==> config.mk <==
export PLATFORM = sky130hd
export DESIGN_NAME = branch_condition_loop_unit
export DESIGN_NICKNAME = d
export VERILOG_FILES = /design/src/hw/branch_pkg.sv /design/src/hw/branch_cond_eval.sv /design/src/hw/branch_count_step.sv /design/src/hw/branch_condition_loop_unit.sv
export SDC_FILE = /design/constraint.sdc
export NUM_CORES = 1
export LEC_CHECK = 0
export ABC_AREA = 1
export BUFFER_PORTS_ARGS = -buffer_cell sky130_fd_sc_hd__clkbuf_2
export CORE_AREA = 10 10 193 195
export DETAILED_ROUTE_END_ITERATION = 16
export DIE_AREA = 0 0 203 205
export PLACE_DENSITY_LB_ADDON = 0.12
export SLEW_MARGIN = 20
export SYNTH_ARGS = -nofsm -noshare
export SYNTH_HDL_FRONTEND = slang
export SYNTH_SLANG_ARGS = --single-unit
==> constraint.sdc <==
create_clock -name clock_i -period 1.8 [get_ports clock_i]
set_clock_uncertainty 0.1 [all_clocks]
set_input_delay 0 -clock clock_i [delete_from_list [all_inputs] [get_ports clock_i]]
set_output_delay 0 -clock clock_i [all_outputs]
set_load 0.03 [all_outputs]
==> src/hw/branch_pkg.sv <==
// Shared types and constants for the branch condition and loop unit
package branch_pkg;

  localparam int IP_W = 64;
  localparam int DISP_W = 32;
  localparam int CNT16_W = 16;
  localparam int CNT32_W = 32;
  localparam int CNT64_W = 64;

  // Branch kinds handled by this unit
  typedef enum logic [2:0] {
    OP_JCC,
    OP_JCZ,
    OP_LOOP,
    OP_LOOP_EQ,
    OP_LOOP_NE
  } op_t;

  // Condition codes of the conditional jump family
  typedef enum logic [3:0] {
    CC_O, CC_NO, CC_B, CC_AE, CC_E, CC_NE, CC_BE, CC_A,
    CC_S, CC_NS, CC_P, CC_NP, CC_L, CC_GE, CC_LE, CC_G
  } cc_t;

  // Operand or address size
  typedef enum logic [1:0] {
    SZ_16,
    SZ_32,
    SZ_64
  } size_t;

  typedef struct packed {
    logic done;
    logic taken;
    logic [IP_W-1:0] next_ip;
    logic [CNT64_W-1:0] count;
    logic count_we;
    logic flags_we;
    logic ret_push;
  } state_t;

  localparam state_t STATE_RST = '0;

endpackage

==> src/hw/branch_cond_eval.sv <==
// Condition code evaluation against the five status flags
`timescale 1ns/1ps
`default_nettype none
module branch_cond_eval (
  // Condition and flags
  input wire branch_pkg::cc_t cc_i,
  input wire logic carry_flag_i,
  input wire logic zero_flag_i,
  input wire logic parity_flag_i,
  input wire logic overflow_flag_i,
  input wire logic sign_flag_i,
  // Result
  output logic met_o
);
  import branch_pkg::*;

  logic lt;

  always_comb begin
    lt = sign_flag_i ^ overflow_flag_i;
    case (cc_i)
      CC_O: met_o = overflow_flag_i;
      CC_NO: met_o = !overflow_flag_i;
      CC_B: met_o = carry_flag_i;
      CC_AE: met_o = !carry_flag_i;
      CC_E: met_o = zero_flag_i;
      CC_NE: met_o = !zero_flag_i;
      CC_BE: met_o = carry_flag_i | zero_flag_i;
      CC_A: met_o = !(carry_flag_i | zero_flag_i);
      CC_S: met_o = sign_flag_i;
      CC_NS: met_o = !sign_flag_i;
      CC_P: met_o = parity_flag_i;
      CC_NP: met_o = !parity_flag_i;
      CC_L: met_o = lt;
      CC_GE: met_o = !lt;
      CC_LE: met_o = lt | zero_flag_i;
      CC_G: met_o = !(lt | zero_flag_i);
      default: met_o = 1'b0;
    endcase
  end

endmodule // branch_cond_eval
`default_nettype wire

==> src/hw/branch_count_step.sv <==
// Count register zero test and decrement at the selected address size
`timescale 1ns/1ps
`default_nettype none
module branch_count_step #(
  parameter int W = branch_pkg::CNT64_W
) (
  // Count and size
  input wire logic [W-1:0] count_i,
  input wire branch_pkg::size_t asz_i,
  // Results
  output logic [W-1:0] dec_o,
  output logic cur_zero_o,
  output logic dec_zero_o
);
  import branch_pkg::*;

  // Only the selected low part changes; upper bits are kept as they were
  always_comb begin
    dec_o = count_i;
    case (asz_i)
      SZ_16: begin
        dec_o[CNT16_W-1:0] = count_i[CNT16_W-1:0] - 16'h0001;
        cur_zero_o = count_i[CNT16_W-1:0] == '0;
        dec_zero_o = dec_o[CNT16_W-1:0] == '0;
      end
      SZ_32: begin
        dec_o[CNT32_W-1:0] = count_i[CNT32_W-1:0] - 32'h0000_0001;
        cur_zero_o = count_i[CNT32_W-1:0] == '0;
        dec_zero_o = dec_o[CNT32_W-1:0] == '0;
      end
      default: begin
        dec_o = count_i - W'(1);
        cur_zero_o = count_i == '0;
        dec_zero_o = dec_o == '0;
      end
    endcase
  end

endmodule // branch_count_step
`default_nettype wire

==> src/hw/branch_condition_loop_unit.sv <==
// Conditional branch, count-zero branch and count-down loop resolution
//
// Notes on behaviour
// - Taken branch goes to target, else next instruction; no return address.
// - Single-flag codes test carry, zero, parity, overflow or sign.
// - Above: taken when carry and zero are both clear.
// - Above-or-equal needs carry clear; below needs carry set.
// - Below-or-equal: taken when carry or zero is set.
// - Greater: zero clear and sign equals overflow.
// - Greater-or-equal: sign xor overflow is zero.
// - Less: sign xor overflow is one.
// - Less-or-equal: zero set or sign differs from overflow.
// - Count-zero branch tests count register, not flags.
// - Target is pointer plus signed displacement, near only.
// - Loop decrements count first, branches if result non-zero.
// - Zero count wraps to all ones; no special case.
// - Sixteen-bit address size uses the sixteen-bit count.
// - Loop-while-equal branches if count non-zero and zero flag set.
// - Loop-while-unequal branches if count non-zero and zero flag clear.
// - In 64-bit mode near branches use full 64-bit pointer.
// - In 64-bit mode pointer truncation width is 64 regardless of prefix.
// - Displacement stays 32 bits, sign-extended; address size not forced.
// - 64-bit mode address size defaults 64, prefix gives 32.
`timescale 1ns/1ps
`default_nettype none
module branch_condition_loop_unit (
  // Clock and reset
  input wire logic clock_i,
  input wire logic rst_n_i,
  // Branch request
  input wire logic req_valid_i,
  input wire branch_pkg::op_t op_i,
  input wire branch_pkg::cc_t cc_i,
  input wire logic [branch_pkg::DISP_W-1:0] disp_i,
  input wire logic [branch_pkg::IP_W-1:0] ip_next_i,
  // Architectural state
  input wire logic carry_flag_i,
  input wire logic zero_flag_i,
  input wire logic parity_flag_i,
  input wire logic overflow_flag_i,
  input wire logic sign_flag_i,
  input wire logic [branch_pkg::CNT64_W-1:0] count_i,
  // Mode
  input wire logic long_mode_i,
  input wire logic code_32_i,
  input wire logic addr_ovr_i,
  input wire logic oper_ovr_i,
  // Result
  output logic done_o,
  output logic taken_o,
  output logic [branch_pkg::IP_W-1:0] next_ip_o,
  output logic [branch_pkg::CNT64_W-1:0] count_o,
  output logic count_we_o,
  output logic flags_we_o,
  output logic ret_push_o
);
  import branch_pkg::*;

  state_t st_r;
  state_t st_nxt;
  logic met;
  logic [CNT64_W-1:0] cnt_dec;
  logic cur_zero;
  logic dec_zero;
  size_t asz;
  size_t osz;
  logic [IP_W-1:0] target;

  // Size from mode, default and prefix; long mode may force 64
  function automatic size_t size_sel(input logic lm, input logic def32,
                                     input logic ovr, input logic force64);
    if (lm)
      return (force64 || !ovr) ? SZ_64 : SZ_32;
    return (def32 ^ ovr) ? SZ_32 : SZ_16;
  endfunction

  // Pointer truncation to operand width
  function automatic logic [IP_W-1:0] trunc_ip(input logic [IP_W-1:0] ip,
                                               input size_t sz);
    case (sz)
      SZ_16: return {{(IP_W-CNT16_W){1'b0}}, ip[CNT16_W-1:0]};
      SZ_32: return {{(IP_W-CNT32_W){1'b0}}, ip[CNT32_W-1:0]};
      default: return ip;
    endcase
  endfunction

  assign asz = size_sel(long_mode_i, code_32_i, addr_ovr_i, 1'b0);
  assign osz = size_sel(long_mode_i, code_32_i, oper_ovr_i, 1'b1);
  // Displacement never exceeds 32 bits even in long mode
  assign target = ip_next_i
                + {{(IP_W-DISP_W){disp_i[DISP_W-1]}}, disp_i};

  branch_cond_eval u_cond (
    .cc_i(cc_i),
    .carry_flag_i(carry_flag_i),
    .zero_flag_i(zero_flag_i),
    .parity_flag_i(parity_flag_i),
    .overflow_flag_i(overflow_flag_i),
    .sign_flag_i(sign_flag_i),
    .met_o(met)
  );

  branch_count_step #(.W(CNT64_W)) u_count (
    .count_i(count_i),
    .asz_i(asz),
    .dec_o(cnt_dec),
    .cur_zero_o(cur_zero),
    .dec_zero_o(dec_zero)
  );

  always_comb begin
    st_nxt = st_r;
    st_nxt.done = 1'b0;
    st_nxt.count_we = 1'b0;
    st_nxt.flags_we = 1'b0;
    st_nxt.ret_push = 1'b0;
    if (req_valid_i) begin
      st_nxt.done = 1'b1;
      st_nxt.count = count_i;
      case (op_i)
        OP_JCC: st_nxt.taken = met;
        OP_JCZ: st_nxt.taken = cur_zero;
        OP_LOOP: begin
          st_nxt.taken = !dec_zero;
          st_nxt.count = cnt_dec;
          st_nxt.count_we = 1'b1;
        end
        OP_LOOP_EQ: begin
          st_nxt.taken = !dec_zero && zero_flag_i;
          st_nxt.count = cnt_dec;
          st_nxt.count_we = 1'b1;
        end
        OP_LOOP_NE: begin
          st_nxt.taken = !dec_zero && !zero_flag_i;
          st_nxt.count = cnt_dec;
          st_nxt.count_we = 1'b1;
        end
        default: st_nxt.taken = 1'b0;
      endcase
      // Fall-through also truncated so the pointer stays in range
      st_nxt.next_ip = trunc_ip(st_nxt.taken ? target : ip_next_i,
                                osz);
    end
  end

  always_ff @(posedge clock_i or negedge rst_n_i) begin
    if (!rst_n_i)
      st_r <= STATE_RST;
    else
      st_r <= st_nxt;
  end

  assign done_o = st_r.done;
  assign taken_o = st_r.taken;
  assign next_ip_o = st_r.next_ip;
  assign count_o = st_r.count;
  assign count_we_o = st_r.count_we;
  assign flags_we_o = st_r.flags_we;
  assign ret_push_o = st_r.ret_push;
endmodule // branch_condition_loop_unit
`default_nettype wire

==> results of run 1 <==
[power groups by stage]
stage               logic [uW]  registers, uW  clock network (uW)
floorplan                 2250           4360                   0
global placement          5670           3610                   0
detailed placement        5710           3620                   0
CTS                       5990           3570                4080
global route              6990           3620                4200
finish                    6500           3580                4050
[through the flow]
| step | hold WS [ps] | setup WS (ps) | TNS, ps | utilization, % |
|---|---|---|---|---|
| after floorplan | -395.6 | -236.0 | -9989 | - |
| after global placement | -152.6 | -1210 | -79840 | 57.62 |
| after detailed placement | -140.3 | -1165 | -76310 | 57.62 |
| after CTS | -189.6 | -428.4 | -25280 | 64.28 |
| after global routing | -156.0 | -600.8 | -36730 | 68.22 |
| final | -162.7 | -501.2 | -29530 | 68.23 |
[registers in the layout, summed over array words and instances (netlist names)]
| signal | cells |
|---|---|
| taken_o | 1 |
| count_we_o | 1 |
| next_ip_o | 64 |
| done_o | 1 |
| count_o | 64 |
[cell usage after synthesis (2+ instances only)]
| cell type | number |
|---|---|
| a211oi_1 | 3 |
| a21boi_0 | 12 |
| a21o_1 | 12 |
| a21oi_1 | 122 |
| a221oi_1 | 5 |
| a22o_1 | 4 |
| a31oi_1 | 24 |
| buf_1 | 8 |
| buf_2 | 13 |
| buf_4 | 2 |
| buf_6 | 5 |
| clkbuf_1 | 33 |
| clkinv_1 | 2 |
| dfrtp_1 | 131 |
| ha_1 | 65 |
| inv_1 | 210 |
| inv_2 | 2 |
| nand2_1 | 622 |
| nand2_2 | 6 |
| nand2_4 | 2 |
| nand3_1 | 134 |
| nand3b_1 | 66 |
| nand4_1 | 12 |
| nor2_1 | 306 |
| nor2_2 | 9 |
| nor2_4 | 6 |
| nor3_1 | 13 |
| nor4_1 | 9 |
| o2111ai_1 | 3 |
| o211ai_1 | 7 |
| o21a_1 | 6 |
| o21ai_0 | 130 |
| o21ai_1 | 5 |
| o21bai_1 | 12 |
| o31ai_1 | 7 |
| xnor2_1 | 35 |
| xor2_1 | 60 |
[logic make-up (layout without fill, tap and decap cells)]
kind of cell	count (synthesis)	after routing	share of synthesized area [%]
and+or+nand+nor	1188	1188	38.54
adders and majority gates	66	66	6.357
other	1	6	0.02861
AOI/OAI and AO/OA	353	353	15.19
DFF	131	131	25.01
buffers and inverters	276	1229	8.457
xor gates and xnor gates	95	95	6.347
muxes	1	1	0.07636
[final cells by class]
class | instances | area [sq um] | share of cell area (%)
Clock buffer | 21 | 480.5 | 2.116
Antenna cell | 4 | 10.01 | 0.04408
Sequential cell | 131 | 3278 | 14.44
Tap cell | 448 | 560.5 | 2.469
Clock inverter | 11 | 173.9 | 0.7659
Multi-Input combinational cell | 1705 | 9993 | 44.01
Inverter | 214 | 814.5 | 3.587
Timing Repair Buffer | 983 | 7396 | 32.57
[worst max-delay path, cell delays in order]
cell and delay (ps):
buf_2 160, nor2_4 170, nand2_4 110, nor2_4 110, nand2_4 70, buf_4 140
buf_4 130, xor2_1 170, nor4_1 320, nand4_1 210, a21oi_2 210, nand2_4 90
nand2_8 120, buf_12 150, clkbuf_16 170, nand3b_1 80, nand3_1 90, nand2_1 50
[path summary, 6_finish.rpt]
check	startpoint	endpoint	slack (ps)	depth (start not counted)
worst min register to register	count_o[40]$_DFFE_PN0P_	count_o[40]$_DFFE_PN0P_	380	2
max in group asynchronous	rst_n_i	count_o[35]$_DFFE_PN0P_	980	3
min in group asynchronous	rst_n_i	next_ip_o[0]$_DFFE_PN0P_	0	2
worst min-delay path	ip_next_i[0]	next_ip_o[0]$_DFFE_PN0P_	-160	4
worst max-delay path	count_i[6]	next_ip_o[29]$_DFFE_PN0P_	-500	18
worst max register to register	count_o[11]$_DFFE_PN0P_	count_o[11]$_DFFE_PN0P_	970	2
[routing by layer]
metal	wire (um)	up-vias	share of wire [%]	GRT usage, %
met5	0	-	0	0
met4	2428	0	3.7	11.70
met3	3894	138	5.9	4.581
met2	32990	662	50	51.91
met1	26550	8477	40	34.27
li1	-	8785	-	-
[timing repair]
action	CTS	global route
pin swaps	40	67
setup buffers	12	18
endpoints found under the hold margin	239	1
cloned	1	12
resized for setup	103	292
endpoints found under the setup margin	65	68
==> run metrics, run 1 <==
run status=finished with violations; violated checks=negative hold slack, negative setup slack; P&R area growth vs syn=73.22%; clock share of power=28.7%; vias in the first global route=17924; first-pass GRT wire length=96330 um; CTS clk-pin slew, worst paths=60 ps; io pins=312; Iteration-0 DRC Markers=974; Wirelength per Cell=18.73 um; Final Cell Area=22710 sq um; Post-Synthesis Cells=2111; power density cells=622.6 nW/um^2; Tcrit/Tclk final=127.8%; Die Height=205 um; FFs w/ async S/R, synth=100.0%; Antenna Violating Nets Remaining=0; top post-synthesis cells by area=dfrtp_1 (25%), nand2_1 (18%), nor2_1 (8.8%); Overflow after GRT=0; worst min path class=in2reg; Port Buffers=309; f_max=434.6 MHz; VDD IR-drop max=0.0007035 V; CTS tree=built; die width=203 um; most frequently used flop master after synthesis=dfrtp_1; kind of end point of the critical path=flop; HPWL Detailed=49780 um; Cell Area, Synth=13110 sq um; kind of critical path=in2reg; Net Sw Power=5609 uW; synthesis-stage register bit count=131; final setup fails=65; pin count of the biggest net entering global routing=50; Clock Latency Late Sink=460 ps; H-tree depth=4; most frequent cells in the layout=buf_4 (534), nand2_1 (528), clkbuf_2 (281); RSZ-0062 raised after global routing=true; Syn Area/Cell=6.210 sq um; Avg Vias per Cell=5.136; initial antenna violation count=3; Synth Warn #=0; Reg power frac=25.3%; Hold-fix buffers, CTS=109; DRT Pass-1 Iters=6; Sw Share=39.68%; Max-Cap Viols=0; Distinct cells, synth=45; CP Launch Type=primary input; clk root buf=clkbuf_16; Post-route DRC=0; final net count=3297; all-layer global routing usage=29.12%; Seq/Total Area, Yosys=25.01%; Fill cells=2971; row count=67; Pwr Total=14140 uW; Tmin final=2301 ps; setup ws final=-501.2 ps; share of cells above drive strength 1=38.96%; clk buf depth=2; Die ar.=41620 sq um; DP Cell Count=3329; arrival time worst endpoint=2550 ps; Num Clock Sinks=131; EDFF count, synth=0; core area=33280 sq um; final slew viol count=0; area leader, netlist=dfrtp_1; Int Power=8527 uW; Comb power frac=46.0%; total number of vias=18062; non-filler cells, final=3517; CP Max Fanout=9; Placer Congestion=0.9598; most common cell after layout, fill and taps aside=buf_4; leak pwr=0.01143 uW; Synth top area share=25.01%; final WL=65870 um; Final Hold Vio Count=3; Hold Slack=-162.7 ps; Placed Area=19180 sq um; worst endpoint required time=2050 ps; initial cell density of the core=39.39%; Num CTS Buffers=17
No activity file was read; power rests on OpenSTA's default activity.
==> run 2: changes to the inputs <==
--- a/config.mk
+++ b/config.mk
@@ -5,11 +5,10 @@
 export SDC_FILE = /design/constraint.sdc
 export NUM_CORES = 1
 export LEC_CHECK = 0
-export ABC_AREA = 1
 export BUFFER_PORTS_ARGS = -buffer_cell sky130_fd_sc_hd__clkbuf_2
-export CORE_AREA = 10 10 193 195
+export CORE_AREA = 10 10 179 181
 export DETAILED_ROUTE_END_ITERATION = 16
-export DIE_AREA = 0 0 203 205
+export DIE_AREA = 0 0 189 191
 export PLACE_DENSITY_LB_ADDON = 0.12
 export SLEW_MARGIN = 20
 export SYNTH_ARGS = -nofsm -noshare
==> run metrics, run 2 <==
buffers and inverters on the worst path=6 (+1); vias in the first global route=14904 (-17%); FFs w/ async S/R, synth=100.0% (unchanged); CTS tree=built; core area=28470 sq um (-14%); Pwr Total=12920 uW (-8.6%); kind of critical path=in2reg; Seq/Total Area, Yosys=29.37% (+4.4 points); count leader, synth=nor2_1; Syn Area/Cell=7.945 sq um (+28%); dpl ws=-1972 ps (-806.7 ps); reg2reg setup slack=820 ps (-150 ps); Reg2Reg Depth=1 (-1); Num CTS Buffers=17 (unchanged); Final Hold Vio Count=3 (unchanged); final net count=2539 (-23%); Port Buffers=309 (unchanged); Overflow after GRT=0 (unchanged); Hold-fix buffers, CTS=129 (+18%); VDD IR-drop max=0.0006316 V (-10%); RSZ-0062 raised after global routing=true; total number of vias=14473 (-20%); final WL=50600 um (-23%); final slew viol count=0 (unchanged); most frequent cells after synthesis=nor2_1 (193), a21oi_1 (190), dfrtp_1 (131), nand2_1 (89), xnor2_1 (79); area leader, netlist=dfrtp_1; Util after Layout=71.46% (+3.2 points); synthesis-stage register bit count=131 (unchanged); HPWL Detailed=35860 um (-28%); initial cell density of the core=39.21% (-0.18 points); family with the most delay on the worst path=simple AND/OR/NAND/NOR gates; H-tree depth=4 (unchanged); Critical R2R Launch=next_ip_o[48]$_DFFE_PN0P_; Worst Tran Pin Value=758.3 ps; Tcrit/Tclk final=180.2% (+52 points); die width=189 um (-6.9%); Num Clock Sinks=131 (unchanged); io pins=312 (unchanged); worst min path class=in2reg; run status=finished with violations; most frequent cells in the layout=buf_4 (461), clkbuf_2 (302), nor2_1 (174); Synth top area share=29.37% (+4.4 points); power density cells=635.0 nW/um^2 (+2.0%); pin count of the biggest net entering global routing=134 (+170%); row count=62 (-7.5%); initial antenna violation count=3 (unchanged); Worst Setup SP=count_i[4]; final setup fails=108 (+66%); CP max-delay cell=or4_4; most common cell after layout, fill and taps aside=buf_4; Post-route DRC=0 (unchanged); share of cells above drive strength 1=45.43% (+6.5 points); Die Height=191 um (-6.8%); EDFF count, synth=0 (unchanged); Placer Congestion=0.9368 (-2.4%); Clock Latency Late Sink=430 ps (-30 ps); Fill cells=2262 (-24%); slew margin rel.=49.26%; arrival time worst endpoint=3500 ps (+950 ps); Distinct cells, synth=69 (+53%); multi-input logic area=8640 sq um (-14%); clk root buf=clkbuf_16; Setup crit end=next_ip_o[23]$_DFFE_PN0P_; Synth Warn #=0 (unchanged); leak pwr=0.009562 uW (-16%); most frequently used flop master after synthesis=dfrtp_1; Hold Slack=-190.7 ps (-27.98 ps); Antenna Violating Nets Remaining=0 (unchanged); kind of end point of the critical path=flop; DRT Pass-1 Iters=5 (-1); Avg Vias per Cell=5.370 (+4.6%); Levels on crit path=16 (-2); Tmin final=3244 ps (+943.2 ps); Cell Chain, Critical Path=buf_6, or4_4, or3_4, or3_4, buf_12, o31ai_1, nand3_4, nor4_4, a41oi_4, nor3_4, buf_6, buf_12, buf_12, buf_16, a21oi_2, o2bb2ai_1; worst endpoint required time=2050 ps (about the same); slowest stage delay, CP=540 ps (+220 ps); first-pass GRT wire length=77780 um (-19%); CTS clk-pin slew, worst paths=70 ps (about the same); violated checks=negative hold slack, negative setup slack; all-layer global routing usage=26.26% (-2.9 points); reg2reg end=next_ip_o[48]$_DFFE_PN0P_; top post-synthesis cells by area=dfrtp_1 (29%), a21oi_1 (8.5%), ha_1 (7.3%); Die ar.=36100 sq um (-13%); Iteration-0 DRC Markers=903 (-7.3%); Max-Cap Viols=0 (unchanged); CP Launch Type=primary input; Worst path most repeated cell=buf_12; clk buf depth=2 (unchanged); Register Area=3278 sq um (unchanged); beginning of the worst hold path=ip_next_i[0]; P&R area growth vs syn=82.24%; setup ws final=-1444 ps (-943.2 ps); f_max=308.2 MHz (-29%); Wirelength per Cell=18.77 um (+0.24%); Post-Synthesis Cells=1405 (-33%); Cell Area, Synth=11160 sq um (-15%); CP Max Fanout=7 (-2)
-- run 2: changes by cell type in the layout (fill, tap and decap cells not counted), sizes merged, moves of 25 or more --
cell / previous run / this run
nor4: 9 / 34
nor3: 14 / 50
nor2: 321 / 193
inv: 212 / 31
nand3b: 66 / 3
o2bb2ai: 0 / 36
o21ai: 135 / 51
buf: 582 / 522
a21oi: 122 / 190
xnor2: 35 / 79
nand2: 630 / 89
nand3: 134 / 25
-- run 2: final cells by class --
class / count / area share, %
clock buffers: 18 / 2.159
well taps: 384 / 2.362
multi-input cells: 1162 / 42.47
clock inverters: 14 / 0.7134
repair buffers: 956 / 35.65
diodes: 4 / 0.04920
inverters: 26 / 0.4797
flip-flops and latches: 131 / 16.11
-- run 2: cells by family after synthesis --
family | synth area share [%]
fa+ha+maj | 7.465
buf+inv | 4.102
simple gates | 22.24
flops | 29.37
compound gates | 24.19
other cells | 0.03359
xor+xnor | 10.59
mux | 2.017
-- run 2: worst min-delay path by stage --
stage                               end  slack (ps)  depth (start not counted)
2_1_floorplan    count_o[0]$_DFFE_PN0P_        -400                          0
3_3_place_gp   next_ip_o[9]$_DFFE_PN0P_        -200                          1
3_5_place_dp   next_ip_o[3]$_DFFE_PN0P_        -210                          1
4_1_cts        next_ip_o[0]$_DFFE_PN0P_        -200                          3
5_1_grt        next_ip_o[0]$_DFFE_PN0P_        -170                          3
6_report       next_ip_o[0]$_DFFE_PN0P_        -190                          3
-- run 2: metal layers --
layer	share of wire (%)	GRT usage (%)	vias up	wire length (um)
met3	5.8	4.847	82	2958
met2	49	45.57	482	24980
met5	0	0	-	0
met1	42	32.20	6976	21300
met4	2.7	8.608	0	1358
li1	-	-	6933	-
-- run 2: through the flow --
step	cell area [sq um]	std cells	hold slack, ps	setup TNS, ps
6_report	20340	2695	-190.7	-98630
5_1_grt	20340	2693	-169.3	-107340
4_1_cts	19580	2674	-203.8	-92660
3_5_place_dp	16700	2484	-205.2	-152140
3_3_place_gp	16700	2484	-204.0	-146050
2_1_floorplan	11440	1406	-395.6	-117730
-- run 2: where the power goes --
group          internal (uW)  leakage [uW]  switching, uW
clock network           1980      0.000281           1650
registers               3290       0.00155            232
logic                   2610       0.00773           3150
total                   7880       0.00956           5040
-- run 2: timing repair --
action	4_1_cts	5_1_grt
cloned	5	4
gates resized for setup	130	124
pin swaps	85	79
endpoints found under the setup margin	104	113
hold endpoints to repair	256	1
setup buffers	26	18
==> run 3: changes to the inputs <==
--- a/config.mk
+++ b/config.mk
@@ -10,6 +10,7 @@
 export DETAILED_ROUTE_END_ITERATION = 16
 export DIE_AREA = 0 0 189 191
 export PLACE_DENSITY_LB_ADDON = 0.12
+export SKIP_LAST_GASP = 1
 export SLEW_MARGIN = 20
 export SYNTH_ARGS = -nofsm -noshare
 export SYNTH_HDL_FRONTEND = slang
==> run metrics, run 3 (synthesis gave the netlist of run 2 again) <==
kind of critical path=in2reg; HPWL Detailed=35860 um (unchanged); Placer Congestion=0.9368 (unchanged); clock share of power=28.2% (about the same); Wirelength per Cell=18.49 um (-1.5%); Max-Cap Viols=0 (unchanged); H-tree depth=4 (unchanged); beginning of the worst hold path=ip_next_i[0]; Iteration-0 DRC Markers=765 (-15%); Fill cells=2284 (+0.97%); final setup fails=107 (-0.93%); RSZ-0062 raised after global routing=true; Avg Vias per Cell=5.352 (-0.34%); power density cells=634.6 nW/um^2 (about the same); Clock Latency Late Sink=440 ps (about the same); Worst Setup SP=count_i[4]; Tmin final=3203 ps (-41.39 ps); slowest stage delay, CP=570 ps (+30 ps); reg2reg setup slack=820 ps (about the same); Cell Chain, Critical Path=buf_6, or4_4, or3_4, or3_4, buf_12, or4_4, nand3_4, nor4_4, a41oi_4, nor3_4, buf_6, buf_12, or4_4, nand2_2; vias in the first global route=14892 (-0.081%); setup_tns=-96540 ps (+2096 ps); clk buf depth=2 (unchanged); CP Max Fanout=7 (unchanged); CTS clk-pin slew, worst paths=70 ps (about the same); Die Height=191 um (unchanged); Tcrit/Tclk final=177.9% (-2.3 points); pin count of the biggest net entering global routing=134 (unchanged); all-layer global routing usage=26.14% (-0.12 points); buffers and inverters on the worst path=4 (-2); worst min path class=in2reg; core area=28470 sq um (unchanged); final slew viol count=0 (unchanged); Hold Path Depth=3 (unchanged); io pins=312 (unchanged); CP Launch Type=primary input; DRT Pass-1 Iters=5 (unchanged); Num CTS Buffers=17 (unchanged); kind of end point of the critical path=flop; Hold-fix buffers, CTS=129 (unchanged); Sw Share=38.77% (-0.22 points); most common cell after layout, fill and taps aside=buf_4; Hold Slack=-189.3 ps (+1.354 ps); family with the most delay on the worst path=simple AND/OR/NAND/NOR gates; setup ws final=-1403 ps (+41.39 ps); row count=62 (unchanged); Levels on crit path=14 (-2); VDD IR-drop max=0.0006301 V (-0.24%); Int Power=7858 uW (-0.28%); reg2reg end=next_ip_o[48]$_DFFE_PN0P_; Net Sw Power=4976 uW (-1.2%); run status=finished with violations; Num Clock Sinks=131 (unchanged); die width=189 um (unchanged); hold endpoint=next_ip_o[0]$_DFFE_PN0P_; multi-input logic area=8537 sq um (-1.2%); share of cells above drive strength 1=44.82% (-0.61 points); Critical R2R Launch=next_ip_o[48]$_DFFE_PN0P_; Overflow after GRT=0 (unchanged); slew margin rel.=49.54% (+0.28 points); Antenna Violating Nets Remaining=0 (unchanged); total number of vias=14424 (-0.34%); Pwr Total=12830 uW (-0.64%); P&R area growth vs syn=81.16%; CP max-delay cell=or4_4; Die ar.=36100 sq um (unchanged); arrival time worst endpoint=3470 ps (-30 ps); Post-route DRC=0 (unchanged); Register Area=3278 sq um (unchanged); f_max=312.2 MHz (+1.3%); Reg power frac=27.4% (+0.2 points); clk root buf=clkbuf_16; Worst Tran Pin Value=754.2 ps (-4.111 ps); most frequent cells in the layout=buf_4 (463), clkbuf_2 (302), nor2_1 (176); Final Hold Vio Count=2 (-1); CTS tree=built; initial antenna violation count=3 (unchanged); first-pass GRT wire length=77310 um (-0.60%); leak pwr=0.009517 uW (-0.47%); worst endpoint required time=2070 ps (+20 ps); Worst path most repeated cell=or4_4; Port Buffers=309 (unchanged); Reg2Reg Depth=1 (unchanged); final WL=49840 um (-1.5%); Comb power frac=44.4% (-0.2 points); dpl ws=-1972 ps (unchanged); final net count=2539 (unchanged); violated checks=negative hold slack, negative setup slack; initial cell density of the core=39.21% (unchanged)
[run 3: cell counts in the layout (fill, tap and decap cells not counted)]
No cell type changed its count.
[run 3: tightest hold or removal path: cells and delay by family]
kind	cells	cell delay [ps]
AO/OA/AOI/OAI	1	80
buffers and inverters	1	100
multiplexers	1	120
[run 3: final cells by class]
| type | count | share of cell area (%) |
|---|---|---|
| tap | 384 | 2.376 |
| sequential | 131 | 16.21 |
| clock inverter | 14 | 0.7177 |
| multi-input combinational | 1162 | 42.21 |
| antenna | 4 | 0.04950 |
| timing repair buffer | 956 | 35.78 |
| clock buffer | 18 | 2.172 |
| inverter | 26 | 0.4826 |
[run 3: routing by layer]
layer | vias up | wire length, um | GRT usage [%]
met4 | 0 | 1496 | 9.310
li1 | 6942 | - | -
met2 | 453 | 24570 | 44.71
met5 | - | 0 | 0
met3 | 91 | 3100 | 5.211
met1 | 6938 | 20670 | 32.08
[run 3: what timing repair did]
item / CTS / global route
pin swaps: 72 / 92
endpoints found under the setup margin: 104 / 114
cloned: 5 / 2
resized for setup: 105 / 129
endpoints found under the hold margin: 256 / 1
setup buffers: 26 / 19
[run 3: metrics by stage]
step / utilization (%) / instance area [sq um] / cells
6_report: 71.03 / 20220 / 2695
5_1_grt: 71.02 / 20220 / 2693
3_5_place_dp: 58.64 / 16700 / 2484
4_1_cts: 68.41 / 19480 / 2674
2_1_floorplan: - / 11440 / 1406
3_3_place_gp: 58.64 / 16700 / 2484
[run 3: worst max-delay path by stage]
| stage | end | slack, ps |
|---|---|---|
| CTS | next_ip_o[50]$_DFFE_PN0P_ | -1350 |
| global placement | next_ip_o[62]$_DFFE_PN0P_ | -1940 |
| floorplan | next_ip_o[63]$_DFFE_PN0P_ | -1500 |
| finish | next_ip_o[32]$_DFFE_PN0P_ | -1400 |
| global route | next_ip_o[35]$_DFFE_PN0P_ | -1500 |
| detailed placement | next_ip_o[62]$_DFFE_PN0P_ | -1970 |
[run 3: power groups by stage]
| stage | logic [uW] | registers [uW] | clock network, uW |
|---|---|---|---|
| after global placement | 4850 | 3550 | 0 |
| final | 5700 | 3520 | 3620 |
| after detailed placement | 4890 | 3550 | 0 |
| after floorplan | 1960 | 4210 | 0 |
| after global routing | 6130 | 3550 | 3800 |
| after CTS | 5400 | 3510 | 3670 |
